<file path="config.mk">
export PLATFORM = sky130hd
export DESIGN_NAME = tcl_bank
export DESIGN_NICKNAME = d
export VERILOG_FILES = /design/src/logic/tcl_channel.v /design/src/logic/tcl_bank.v
export VERILOG_INCLUDE_DIRS = /design/src /design/src/logic
export SDC_FILE = /design/constraint.sdc
export NUM_CORES = 1
export LEC_CHECK = 0
export BUFFER_PORTS_ARGS = -buffer_cell sky130_fd_sc_hd__buf_2
export CAP_MARGIN = 25
export CORE_MARGIN = 10
export CORE_UTILIZATION = 40
export CTS_BUF_LIST = sky130_fd_sc_hd__clkbuf_16
export CTS_CLUSTER_DIAMETER = 60
export DETAILED_ROUTE_END_ITERATION = 16
export PLACE_DENSITY = 0.66
export SKIP_LAST_GASP = 1
export SYNTH_ARGS = -nofsm -noshare
export SYNTH_HDL_FRONTEND = slang
export SYNTH_SLANG_ARGS = --single-unit
export TNS_END_PERCENT = 100
</file>
<file path="constraint.sdc">
create_clock -name ref_clk_i -period 2.8 [get_ports ref_clk_i]
set_clock_uncertainty 0.15 [all_clocks]
set_input_delay 0 -clock ref_clk_i [delete_from_list [all_inputs] [get_ports ref_clk_i]]
set_output_delay 0 -clock ref_clk_i [all_outputs]
set_load 0.005 [all_outputs]
</file>
<file path="src/logic/tcl_defines.vh">
// register offsets, field positions, reset values and timing figures of the trigger/line/cycle bank
`ifndef TCL_DEFINES_VH
`define TCL_DEFINES_VH

// register offsets
`define TCL_ADDR_W              5
`define TCL_OFS_TRIGGER_STROBE  5'h0F
`define TCL_OFS_LINE_CONFIG_A   5'h10
`define TCL_OFS_LINE_CONFIG_B   5'h11
`define TCL_OFS_CYCLE_PERIOD_A  5'h12
`define TCL_OFS_CYCLE_PERIOD_B  5'h13

// trigger register fields
`define TCL_TRIG_CODE_MSB       3
`define TCL_TRIG_CODE_LSB       0
`define TCL_TRIG_GLOBAL_CODE    4'h0
`define TCL_TRIG_RESET          4'h0

// line configuration fields
`define TCL_LC_THRESH_BIT       7
`define TCL_LC_DIR_BIT          6
`define TCL_LC_LEVEL_MSB        5
`define TCL_LC_LEVEL_LSB        4
`define TCL_LC_LOWSIDE_BIT      3
`define TCL_LC_TOTEM_BIT        2
`define TCL_LC_DRV_OFF_BIT      1
`define TCL_LC_FILTER_BIT       0
`define TCL_LC_RESET            8'h02

// current level codes
`define TCL_LEVEL_OFF           2'h0
`define TCL_LEVEL_5MA           2'h1
`define TCL_LEVEL_2MA           2'h2
`define TCL_LEVEL_150UA         2'h3

// cycle period fields
`define TCL_CP_BASE_MSB         7
`define TCL_CP_BASE_LSB         6
`define TCL_CP_MULT_MSB         5
`define TCL_CP_MULT_LSB         0
`define TCL_CP_RESET            8'h00
`define TCL_BASE_FINE           2'h0
`define TCL_BASE_MID            2'h1
`define TCL_BASE_COARSE         2'h2
`define TCL_BASE_INVALID        2'h3

// cycle time in 0.1 ms units: offset and step per base
`define TCL_MID_OFFSET_UNITS    11'h040
`define TCL_MID_STEP_UNITS      11'h004
`define TCL_COARSE_OFFSET_UNITS 11'h140
`define TCL_COARSE_STEP_UNITS   11'h010

// timing
`define TCL_CLK_PERIOD_PS       5000
`define TCL_UNIT_TIME_PS        100000000
`define TCL_UNIT_CYC            (`TCL_UNIT_TIME_PS / `TCL_CLK_PERIOD_PS)
`define TCL_FILTER_TIME_PS      1300000
`define TCL_FILTER_CYC          (`TCL_FILTER_TIME_PS / `TCL_CLK_PERIOD_PS)

`endif

</file>
<file path="src/logic/tcl_channel.v">
// one channel: line driver steering, receive glitch filter and cycle timer
`timescale 1ns/1ps
`include "tcl_defines.vh"

module tcl_channel #(
    parameter UNIT_CYC = `TCL_UNIT_CYC,
    parameter FILT_CYC = `TCL_FILTER_CYC
) (
    // clock and reset
    input  wire       ref_clk_i,
    input  wire       rst_i,
    // configuration
    input  wire [7:0] line_cfg_i,
    input  wire [7:0] period_cfg_i,
    input  wire       cycle_timer_on_i,
    input  wire       trig_start_i,
    // line
    input  wire       tx_data_i,
    input  wire       line_pin_i,
    output reg        line_pin_o,
    output reg        line_pin_oe_o,
    output reg        rx_data_o,
    // events
    output wire       tx_start_o,
    output wire       timer_running_o
);

    localparam ST_IDLE = 1'b0;
    localparam ST_RUN  = 1'b1;

    ////////////////////////////////////////////////////////////////////////////
    // cycle length in 0.1 ms units, zero when not usable
    function [10:0] period_units;
        input [7:0] cfg;
        reg   [1:0] base;
        reg   [10:0] mult;
        begin
            base = cfg[`TCL_CP_BASE_MSB:`TCL_CP_BASE_LSB];
            mult = {5'h00, cfg[`TCL_CP_MULT_MSB:`TCL_CP_MULT_LSB]};
            case (base)
                `TCL_BASE_FINE:   period_units = mult;
                `TCL_BASE_MID:    period_units = `TCL_MID_OFFSET_UNITS + mult * `TCL_MID_STEP_UNITS;
                `TCL_BASE_COARSE: period_units = `TCL_COARSE_OFFSET_UNITS + mult * `TCL_COARSE_STEP_UNITS;
                default:          period_units = 11'h000;
            endcase
        end
    endfunction

    wire [10:0] units   = period_units(period_cfg_i);
    wire        usable  = (units != 11'h000);
    reg         state_reg;
    reg         state_next;
    reg  [31:0] pre_reg;
    reg  [10:0] unit_reg;
    wire        pre_wrap = (pre_reg == UNIT_CYC - 1);
    wire        expire   = (state_reg == ST_RUN) && pre_wrap && (unit_reg == 11'h001);

    always @* begin
        state_next = state_reg;
        case (state_reg)
            ST_IDLE: if (trig_start_i && cycle_timer_on_i && usable) state_next = ST_RUN;
            ST_RUN:  if (!cycle_timer_on_i || !usable) state_next = ST_IDLE;
            default: state_next = ST_IDLE;
        endcase
    end

    always @(posedge ref_clk_i) begin
        if (rst_i) begin
            state_reg <= ST_IDLE;
            pre_reg   <= 32'h0000_0000;
            unit_reg  <= 11'h000;
        end else begin
            state_reg <= state_next;
            if (state_reg == ST_IDLE || trig_start_i || expire) begin
                pre_reg  <= 32'h0000_0000;
                unit_reg <= units;
            end else if (pre_wrap) begin
                pre_reg  <= 32'h0000_0000;
                unit_reg <= unit_reg - 11'h001;
            end else begin
                pre_reg  <= pre_reg + 32'h0000_0001;
            end
        end
    end

    assign tx_start_o      = trig_start_i | expire;
    assign timer_running_o = (state_reg == ST_RUN);

    ////////////////////////////////////////////////////////////////////////////
    // driver steering
    wire drv_off  = line_cfg_i[`TCL_LC_DRV_OFF_BIT];
    wire totem    = line_cfg_i[`TCL_LC_TOTEM_BIT];
    wire low_side = line_cfg_i[`TCL_LC_LOWSIDE_BIT];

    always @(posedge ref_clk_i) begin
        if (rst_i) begin
            line_pin_o    <= 1'b0;
            line_pin_oe_o <= 1'b0;
        end else if (drv_off) begin
            line_pin_o    <= 1'b0;
            line_pin_oe_o <= 1'b0;
        end else if (totem) begin
            line_pin_o    <= tx_data_i;
            line_pin_oe_o <= 1'b1;
        end else if (low_side) begin
            line_pin_o    <= 1'b0;
            line_pin_oe_o <= ~tx_data_i;
        end else begin
            line_pin_o    <= 1'b1;
            line_pin_oe_o <= tx_data_i;
        end
    end

    ////////////////////////////////////////////////////////////////////////////
    // receive glitch filter: level must hold FILT_CYC cycles
    reg [15:0] filt_reg;

    always @(posedge ref_clk_i) begin
        if (rst_i) begin
            filt_reg  <= 16'h0000;
            rx_data_o <= 1'b0;
        end else if (!line_cfg_i[`TCL_LC_FILTER_BIT] || line_pin_i == rx_data_o) begin
            filt_reg  <= 16'h0000;
            if (!line_cfg_i[`TCL_LC_FILTER_BIT]) rx_data_o <= line_pin_i;
        end else if (filt_reg == FILT_CYC - 1) begin
            filt_reg  <= 16'h0000;
            rx_data_o <= line_pin_i;
        end else begin
            filt_reg  <= filt_reg + 16'h0001;
        end
    end

endmodule // tcl_channel

</file>
<file path="src/logic/tcl_bank.v">
// trigger, line configuration and cycle timer register bank of a two-channel link master
//
// What this block does
// - the trigger register holds a write-only four-bit code in bits 3:0, upper bits unused, reset to zero.
// - a written code that equals a channel's assigned code starts that channel's cycle timer if on and its send.
// - a trigger write is taken whatever the bus address field says, so all devices on the bus latch it.
// - each channel has a four-bit assigned code and code zero is a global trigger for both channels.
// - trigger start applies to a channel only while its code match enable is set.
// - line config bit 7 picks type 1 thresholds when zero and type 2/3 thresholds when one.
// - line config bit 6 picks current source when one and current sink when zero.
// - line config bits 5:4 set the current: off, 5 mA, 2 mA or 150 uA.
// - line config bit 3 picks low-side when one and high-side when zero, ignored in push-pull mode.
// - line config bit 2 picks push-pull when one and open-drain when zero.
// - line config bit 1 disables the driver when one, leaving the pin undriven, and resets to one.
// - line config bit 0 enables a receive glitch filter of about 1.3 us.
// - the cycle period register holds a time base in bits 7:6 and a multiplier in bits 5:0, reset zero.
// - the cycle timer runs only while its separate enable is set.
// - cycle time is M x 0.1 ms, 6.4 ms + M x 0.4 ms, 32 ms + M x 1.6 ms, base 11 invalid.
// - channel B has its own line config and cycle period registers identical to channel A.
`timescale 1ns/1ps
`include "tcl_defines.vh"

module tcl_bank #(
    parameter UNIT_CYC = `TCL_UNIT_CYC,
    parameter FILT_CYC = `TCL_FILTER_CYC
) (
    // clock and reset
    input  wire                   ref_clk_i,
    input  wire                   rst_i,
    // register port
    input  wire                   reg_wr_i,
    input  wire                   reg_rd_i,
    input  wire                   chip_match_i,
    input  wire [`TCL_ADDR_W-1:0] reg_addr_i,
    input  wire [7:0]             reg_wdata_i,
    output reg  [7:0]             reg_rdata_o,
    output reg                    reg_rvalid_o,
    // trigger assignment and control from neighbouring registers
    input  wire [3:0]             assigned_start_code_a_i,
    input  wire [3:0]             assigned_start_code_b_i,
    input  wire                   code_match_on_a_i,
    input  wire                   code_match_on_b_i,
    input  wire                   cycle_timer_on_a_i,
    input  wire                   cycle_timer_on_b_i,
    // framer side
    input  wire                   tx_data_a_i,
    input  wire                   tx_data_b_i,
    output wire                   tx_start_a_o,
    output wire                   tx_start_b_o,
    output wire                   timer_running_a_o,
    output wire                   timer_running_b_o,
    output wire                   rx_data_a_o,
    output wire                   rx_data_b_o,
    // line pins
    input  wire                   line_pin_a_i,
    output wire                   line_pin_a_o,
    output wire                   line_pin_a_oe_o,
    input  wire                   line_pin_b_i,
    output wire                   line_pin_b_o,
    output wire                   line_pin_b_oe_o,
    // analog front-end controls, channel A
    output wire                   threshold_type_sel_a_o,
    output wire                   current_dir_sel_a_o,
    output wire [1:0]             current_level_sel_a_o,
    output wire                   low_side_polarity_a_o,
    output wire                   totem_pole_mode_a_o,
    output wire                   line_driver_off_a_o,
    output wire                   rx_glitch_filter_on_a_o,
    // analog front-end controls, channel B
    output wire                   threshold_type_sel_b_o,
    output wire                   current_dir_sel_b_o,
    output wire [1:0]             current_level_sel_b_o,
    output wire                   low_side_polarity_b_o,
    output wire                   totem_pole_mode_b_o,
    output wire                   line_driver_off_b_o,
    output wire                   rx_glitch_filter_on_b_o
);

    ////////////////////////////////////////////////////////////////////////////
    // register storage
    reg  [3:0] trigger_strobe_reg;
    reg  [7:0] line_config_a_reg;
    reg  [7:0] line_config_b_reg;
    reg  [7:0] cycle_period_a_reg;
    reg  [7:0] cycle_period_b_reg;
    reg        trig_pulse_reg;

    wire hit_trig  = reg_wr_i && (reg_addr_i == `TCL_OFS_TRIGGER_STROBE);
    wire local_wr  = reg_wr_i && chip_match_i;

    always @(posedge ref_clk_i) begin
        if (rst_i) begin
            trigger_strobe_reg <= `TCL_TRIG_RESET;
            trig_pulse_reg     <= 1'b0;
            line_config_a_reg  <= `TCL_LC_RESET;
            line_config_b_reg  <= `TCL_LC_RESET;
            cycle_period_a_reg <= `TCL_CP_RESET;
            cycle_period_b_reg <= `TCL_CP_RESET;
        end else begin
            trig_pulse_reg <= hit_trig;
            if (hit_trig) trigger_strobe_reg <= reg_wdata_i[`TCL_TRIG_CODE_MSB:`TCL_TRIG_CODE_LSB];
            if (local_wr) begin
                case (reg_addr_i)
                    `TCL_OFS_LINE_CONFIG_A:  line_config_a_reg  <= reg_wdata_i;
                    `TCL_OFS_LINE_CONFIG_B:  line_config_b_reg  <= reg_wdata_i;
                    `TCL_OFS_CYCLE_PERIOD_A: cycle_period_a_reg <= reg_wdata_i;
                    `TCL_OFS_CYCLE_PERIOD_B: cycle_period_b_reg <= reg_wdata_i;
                    default: ;
                endcase
            end
        end
    end

    ////////////////////////////////////////////////////////////////////////////
    // read path; trigger reads back zero
    always @(posedge ref_clk_i) begin
        if (rst_i) begin
            reg_rdata_o  <= 8'h00;
            reg_rvalid_o <= 1'b0;
        end else begin
            reg_rvalid_o <= reg_rd_i && chip_match_i;
            if (reg_rd_i && chip_match_i) begin
                case (reg_addr_i)
                    `TCL_OFS_LINE_CONFIG_A:  reg_rdata_o <= line_config_a_reg;
                    `TCL_OFS_LINE_CONFIG_B:  reg_rdata_o <= line_config_b_reg;
                    `TCL_OFS_CYCLE_PERIOD_A: reg_rdata_o <= cycle_period_a_reg;
                    `TCL_OFS_CYCLE_PERIOD_B: reg_rdata_o <= cycle_period_b_reg;
                    default:                 reg_rdata_o <= 8'h00;
                endcase
            end
        end
    end

    ////////////////////////////////////////////////////////////////////////////
    // trigger matching
    function code_hit;
        input       enable;
        input [3:0] assigned;
        input [3:0] written;
        begin
            code_hit = enable && ((written == assigned) || (written == `TCL_TRIG_GLOBAL_CODE));
        end
    endfunction

    wire start_a = trig_pulse_reg && code_hit(code_match_on_a_i, assigned_start_code_a_i, trigger_strobe_reg);
    wire start_b = trig_pulse_reg && code_hit(code_match_on_b_i, assigned_start_code_b_i, trigger_strobe_reg);

    ////////////////////////////////////////////////////////////////////////////
    // front-end fields
    assign threshold_type_sel_a_o  = line_config_a_reg[`TCL_LC_THRESH_BIT];
    assign current_dir_sel_a_o     = line_config_a_reg[`TCL_LC_DIR_BIT];
    assign current_level_sel_a_o   = line_config_a_reg[`TCL_LC_LEVEL_MSB:`TCL_LC_LEVEL_LSB];
    assign low_side_polarity_a_o   = line_config_a_reg[`TCL_LC_LOWSIDE_BIT] & ~line_config_a_reg[`TCL_LC_TOTEM_BIT];
    assign totem_pole_mode_a_o     = line_config_a_reg[`TCL_LC_TOTEM_BIT];
    assign line_driver_off_a_o     = line_config_a_reg[`TCL_LC_DRV_OFF_BIT];
    assign rx_glitch_filter_on_a_o = line_config_a_reg[`TCL_LC_FILTER_BIT];

    assign threshold_type_sel_b_o  = line_config_b_reg[`TCL_LC_THRESH_BIT];
    assign current_dir_sel_b_o     = line_config_b_reg[`TCL_LC_DIR_BIT];
    assign current_level_sel_b_o   = line_config_b_reg[`TCL_LC_LEVEL_MSB:`TCL_LC_LEVEL_LSB];
    assign low_side_polarity_b_o   = line_config_b_reg[`TCL_LC_LOWSIDE_BIT] & ~line_config_b_reg[`TCL_LC_TOTEM_BIT];
    assign totem_pole_mode_b_o     = line_config_b_reg[`TCL_LC_TOTEM_BIT];
    assign line_driver_off_b_o     = line_config_b_reg[`TCL_LC_DRV_OFF_BIT];
    assign rx_glitch_filter_on_b_o = line_config_b_reg[`TCL_LC_FILTER_BIT];

    ////////////////////////////////////////////////////////////////////////////
    // channels
    tcl_channel #(
        .UNIT_CYC (UNIT_CYC),
        .FILT_CYC (FILT_CYC)
    ) u_chan_a (
        .ref_clk_i        (ref_clk_i),
        .rst_i            (rst_i),
        .line_cfg_i       (line_config_a_reg),
        .period_cfg_i     (cycle_period_a_reg),
        .cycle_timer_on_i (cycle_timer_on_a_i),
        .trig_start_i     (start_a),
        .tx_data_i        (tx_data_a_i),
        .line_pin_i       (line_pin_a_i),
        .line_pin_o       (line_pin_a_o),
        .line_pin_oe_o    (line_pin_a_oe_o),
        .rx_data_o        (rx_data_a_o),
        .tx_start_o       (tx_start_a_o),
        .timer_running_o  (timer_running_a_o)
    );

    tcl_channel #(
        .UNIT_CYC (UNIT_CYC),
        .FILT_CYC (FILT_CYC)
    ) u_chan_b (
        .ref_clk_i        (ref_clk_i),
        .rst_i            (rst_i),
        .line_cfg_i       (line_config_b_reg),
        .period_cfg_i     (cycle_period_b_reg),
        .cycle_timer_on_i (cycle_timer_on_b_i),
        .trig_start_i     (start_b),
        .tx_data_i        (tx_data_b_i),
        .line_pin_i       (line_pin_b_i),
        .line_pin_o       (line_pin_b_o),
        .line_pin_oe_o    (line_pin_b_oe_o),
        .rx_data_o        (rx_data_b_o),
        .tx_start_o       (tx_start_b_o),
        .timer_running_o  (timer_running_b_o)
    );

endmodule // tcl_bank

</file>
==> flow_summary.ini <==
[clocking]
clock_sinks = 172
postCtsSetupBuffers = 0
cts.reportedPaths.clkPinSlew_ns = 0.07
clock-root-buffer = clkbuf_16
htree_levels = 4
cts_tree = yes
clk_latency_ns = 0.43
cts_inserted_buffers = 17
cts_max_path_buffers = 2

[synth]
synth_flop_cell = dfxtp_1
synthArstFlopShare_pct = 0
netlist_area_um2 = 8620
postSynthCellCount = 990
synth-warning-count = 0
synth_seq_area_share_pct = 39.9
synth_compound_area_share_pct = 7.20
syn-num-nets = 1038
synth-edff-count = 0
synth_xor_area_share_pct = 12.0
synth_top_family_by_area = simple AND/OR/NAND/NOR gates
yosys.area_share.simple_pct = 27.5
muxShareOfSynthArea_pct = 7.54
yosys_register_bits = 172
yosysUniqueCellTypes = 62
avgSynthCellArea_um2 = 8.71
synthAdderAreaFrac_pct = 2.03

[global_route]
grt_start_max_net_pins = 48
grt_pass1_vias = 7074
track_usage_pct = 15.2
grt_overflow = 0
antenna_found_initial = 1
grt_pass1_wl_um = 35800

[setup_path]
r2r_setup_slack_ns = 0.38
max_stage_delay_ns = 0.55
slowest_stage = or4_4
cp_max_fo = 12
start_kind = flip-flop
cpLargestDelayFamily = simple AND/OR/NAND/NOR gates
required_ns = 2.65
crit_buf_inv = 1
worstSetupPathType = reg2out
path_cells = or4_4 -> nor4b_1 -> nand3_2 -> o21ai_1 -> buf_2
crit_path_end_kind = output pin
worst-endpoint-arrival_ns = 2.41

[routing]
drt-vias-per-instance = 5.41
drtPass1Iterations = 5
drtAntennaViolNets = 0
wl_um = 21300
vias = 7317
routedWlPerCell_um = 15.7
drtIter0Drc = 388
drc = 0

[timing]
hold_ws_ns = 0.110
fin_setup_tns_ns = 0
finalCritPeriodShare_pct = 91.5
fmax_mhz = 390
rsz0062_at_grt = no
maxSlewHeadroom_pct = 49.3
hold_viol = 0
setup_viol = 0
tightest_slew_ns = 0.759
fin_crit_ns = 2.56
maxSlewViolCount = 0

[pwr]
p_comb_share_pct = 2.9
netSwitchingPower_w = 0.00114
intPower_w = 0.00394
ir_drop_mv = 0.256
p_leak_nw = 3.27
powerDensity_nw_per_um2 = 504
total_power_w = 0.00507
switching_share_pct = 22.4
p_seq_share_pct = 48.4
p_clk_share_pct = 48.6

[placed_design]
dp.cells = 1291
numPortBuffers = 68
place.gp.congestion = 0.929
hpwl_um = 15000

[die]
design.core.area_um2 = 21100
die_h_um = 167
die_w_um = 167
dieArea_um2 = 27800
row_count = 53
start_util_pct = 40.9
io_pins = 69

[finish]
fillerInstances = 2020
areaGrowthSynthToFinish_pct = 16.7
stdcell_count = 1352
final_nets = 1111
drive_gt1_share_pct = 12.0

[run]
cap_violations = 0

[run_status]
status = finished clean

[worst_hold_path]
min_path_type = in2reg
[synth_stat cells (5+ instances only)]
cell / instances / area (um2)
xor2_1: 34 / 298
buf_4: 7 / 52.6
nor2_1: 171 / 642
nor3_1: 40 / 200
nand3_1: 43 / 215
nor4b_1: 9 / 78.8
nand2_1: 49 / 184
o211ai_1: 5 / 37.5
nor4_1: 35 / 219
and3_1: 10 / 62.6
ha_1: 14 / 175
nand4_1: 41 / 257
clkbuf_1: 33 / 124
xnor2_1: 84 / 736
a21oi_1: 36 / 180
mux2i_1: 47 / 470
nor2b_1: 8 / 50.1
and4_1: 14 / 123
inv_1: 24 / 90.1
nand2b_1: 5 / 31.3
or3_1: 9 / 56.3
a211oi_1: 13 / 97.6
mux4_2: 8 / 180
dfxtp_1: 172 / 3440
buf_2: 8 / 40.0
o2bb2ai_1: 6 / 52.6
[logic make-up (layout without fill, tap and decap cells)]
group	Yosys count	count (layout)
adder cells (fa/ha/maj)	14	14
multiplexers	55	55
flip-flops	172	172
other	0	1
XOR/XNOR	118	118
buffers and inverters	77	163
AND/OR/NAND/NOR	462	462
AO/OA/AOI/OAI	92	92
[layout by cell type (no fill, tap or decap), drive strengths merged, types with 9 or more instances in the layout]
master	synthesis	layout
a211oi	15	15
a21oi	37	37
and3	10	10
and4	14	14
buf	19	78
clkbuf	33	17
dfxtp	172	172
dlygate4sd3	0	28
ha	14	14
inv	24	30
mux2i	47	47
nand2	49	49
nand3	43	43
nand4	41	41
nor2	172	172
nor3	42	42
nor4	38	38
nor4b	9	9
or3	9	9
xnor2	84	84
xor2	34	34
[cell type report]
type / count / area (um2) / share of cell area, %
Multi-Input combinational cell: 741 / 4860 / 48.3
Sequential cell: 172 / 3440 / 34.2
Timing Repair Buffer: 106 / 708 / 7.04
Clock buffer: 17 / 425 / 4.23
Tap cell: 275 / 344 / 3.42
Clock inverter: 15 / 183 / 1.82
Inverter: 25 / 93.8 / 0.933
Antenna cell: 1 / 2.50 / 0.0249
[through the flow]
step,setup slack [ns],utilization [%],cell area [um2]
floorplan,0.604,-,8620
global placement,0.499,43.5,9160
detailed placement,0.416,43.5,9160
CTS,0.142,47.7,10100
global route,0.0728,47.7,10100
finish,0.237,47.7,10100
[power by group through the flow]
stage / Combinational (W) / Clock (W) / Sequential [W]
2_1_floorplan: 0.0000634 / 0 / 0.00251
5_1_grt: 0.000162 / 0.00261 / 0.00246
3_3_place_gp: 0.000123 / 0 / 0.00251
4_1_cts: 0.000149 / 0.00252 / 0.00246
3_5_place_dp: 0.000123 / 0 / 0.00251
6_report: 0.000149 / 0.00247 / 0.00246
[worst register-to-register path, cell delays in order (launching register included)]
cell	delay, ns
dfxtp_1	0.35
ha_1	0.28
nor4bb_1	0.38
nand4_1	0.33
nor2_1	0.27
or3_1	0.14
buf_4	0.31
nor2_1	0.10
[worst paths after layout]
kind | start | to | depth (start not counted)
setup / recovery | u_chan_b.unit_reg[2]$_SDFFE_PP0P_ | tx_start_b_o | 5
hold / removal | code_match_on_a_i | u_chan_a.unit_reg[9]$_SDFFE_PP0P_ | 5
setup reg to reg | u_chan_b.pre_reg[0]$_SDFF_PP0_ | u_chan_b.pre_reg[3]$_SDFF_PP0_ | 7
hold reg to reg | u_chan_b.pre_reg[0]$_SDFF_PP0_ | u_chan_b.pre_reg[0]$_SDFF_PP0_ | 1
[layer usage]
metal | track usage, % | vias to the layer above | routed length, um
met4 | 5.61 | 0 | 338
met3 | 3.41 | 29 | 1000
met5 | 0 | - | 0
met2 | 24.1 | 156 | 10100
met1 | 19.7 | 3469 | 9830
li1 | - | 3663 | -
[timing repair]
item / 4_1_cts / 5_1_grt
hold buffers: 28 / 0
setup endpoints to repair: 0 / 1
resized for setup: 0 / 1
endpoints found under the hold margin: 62 / 0
Power figures use the tool's default switching activity.
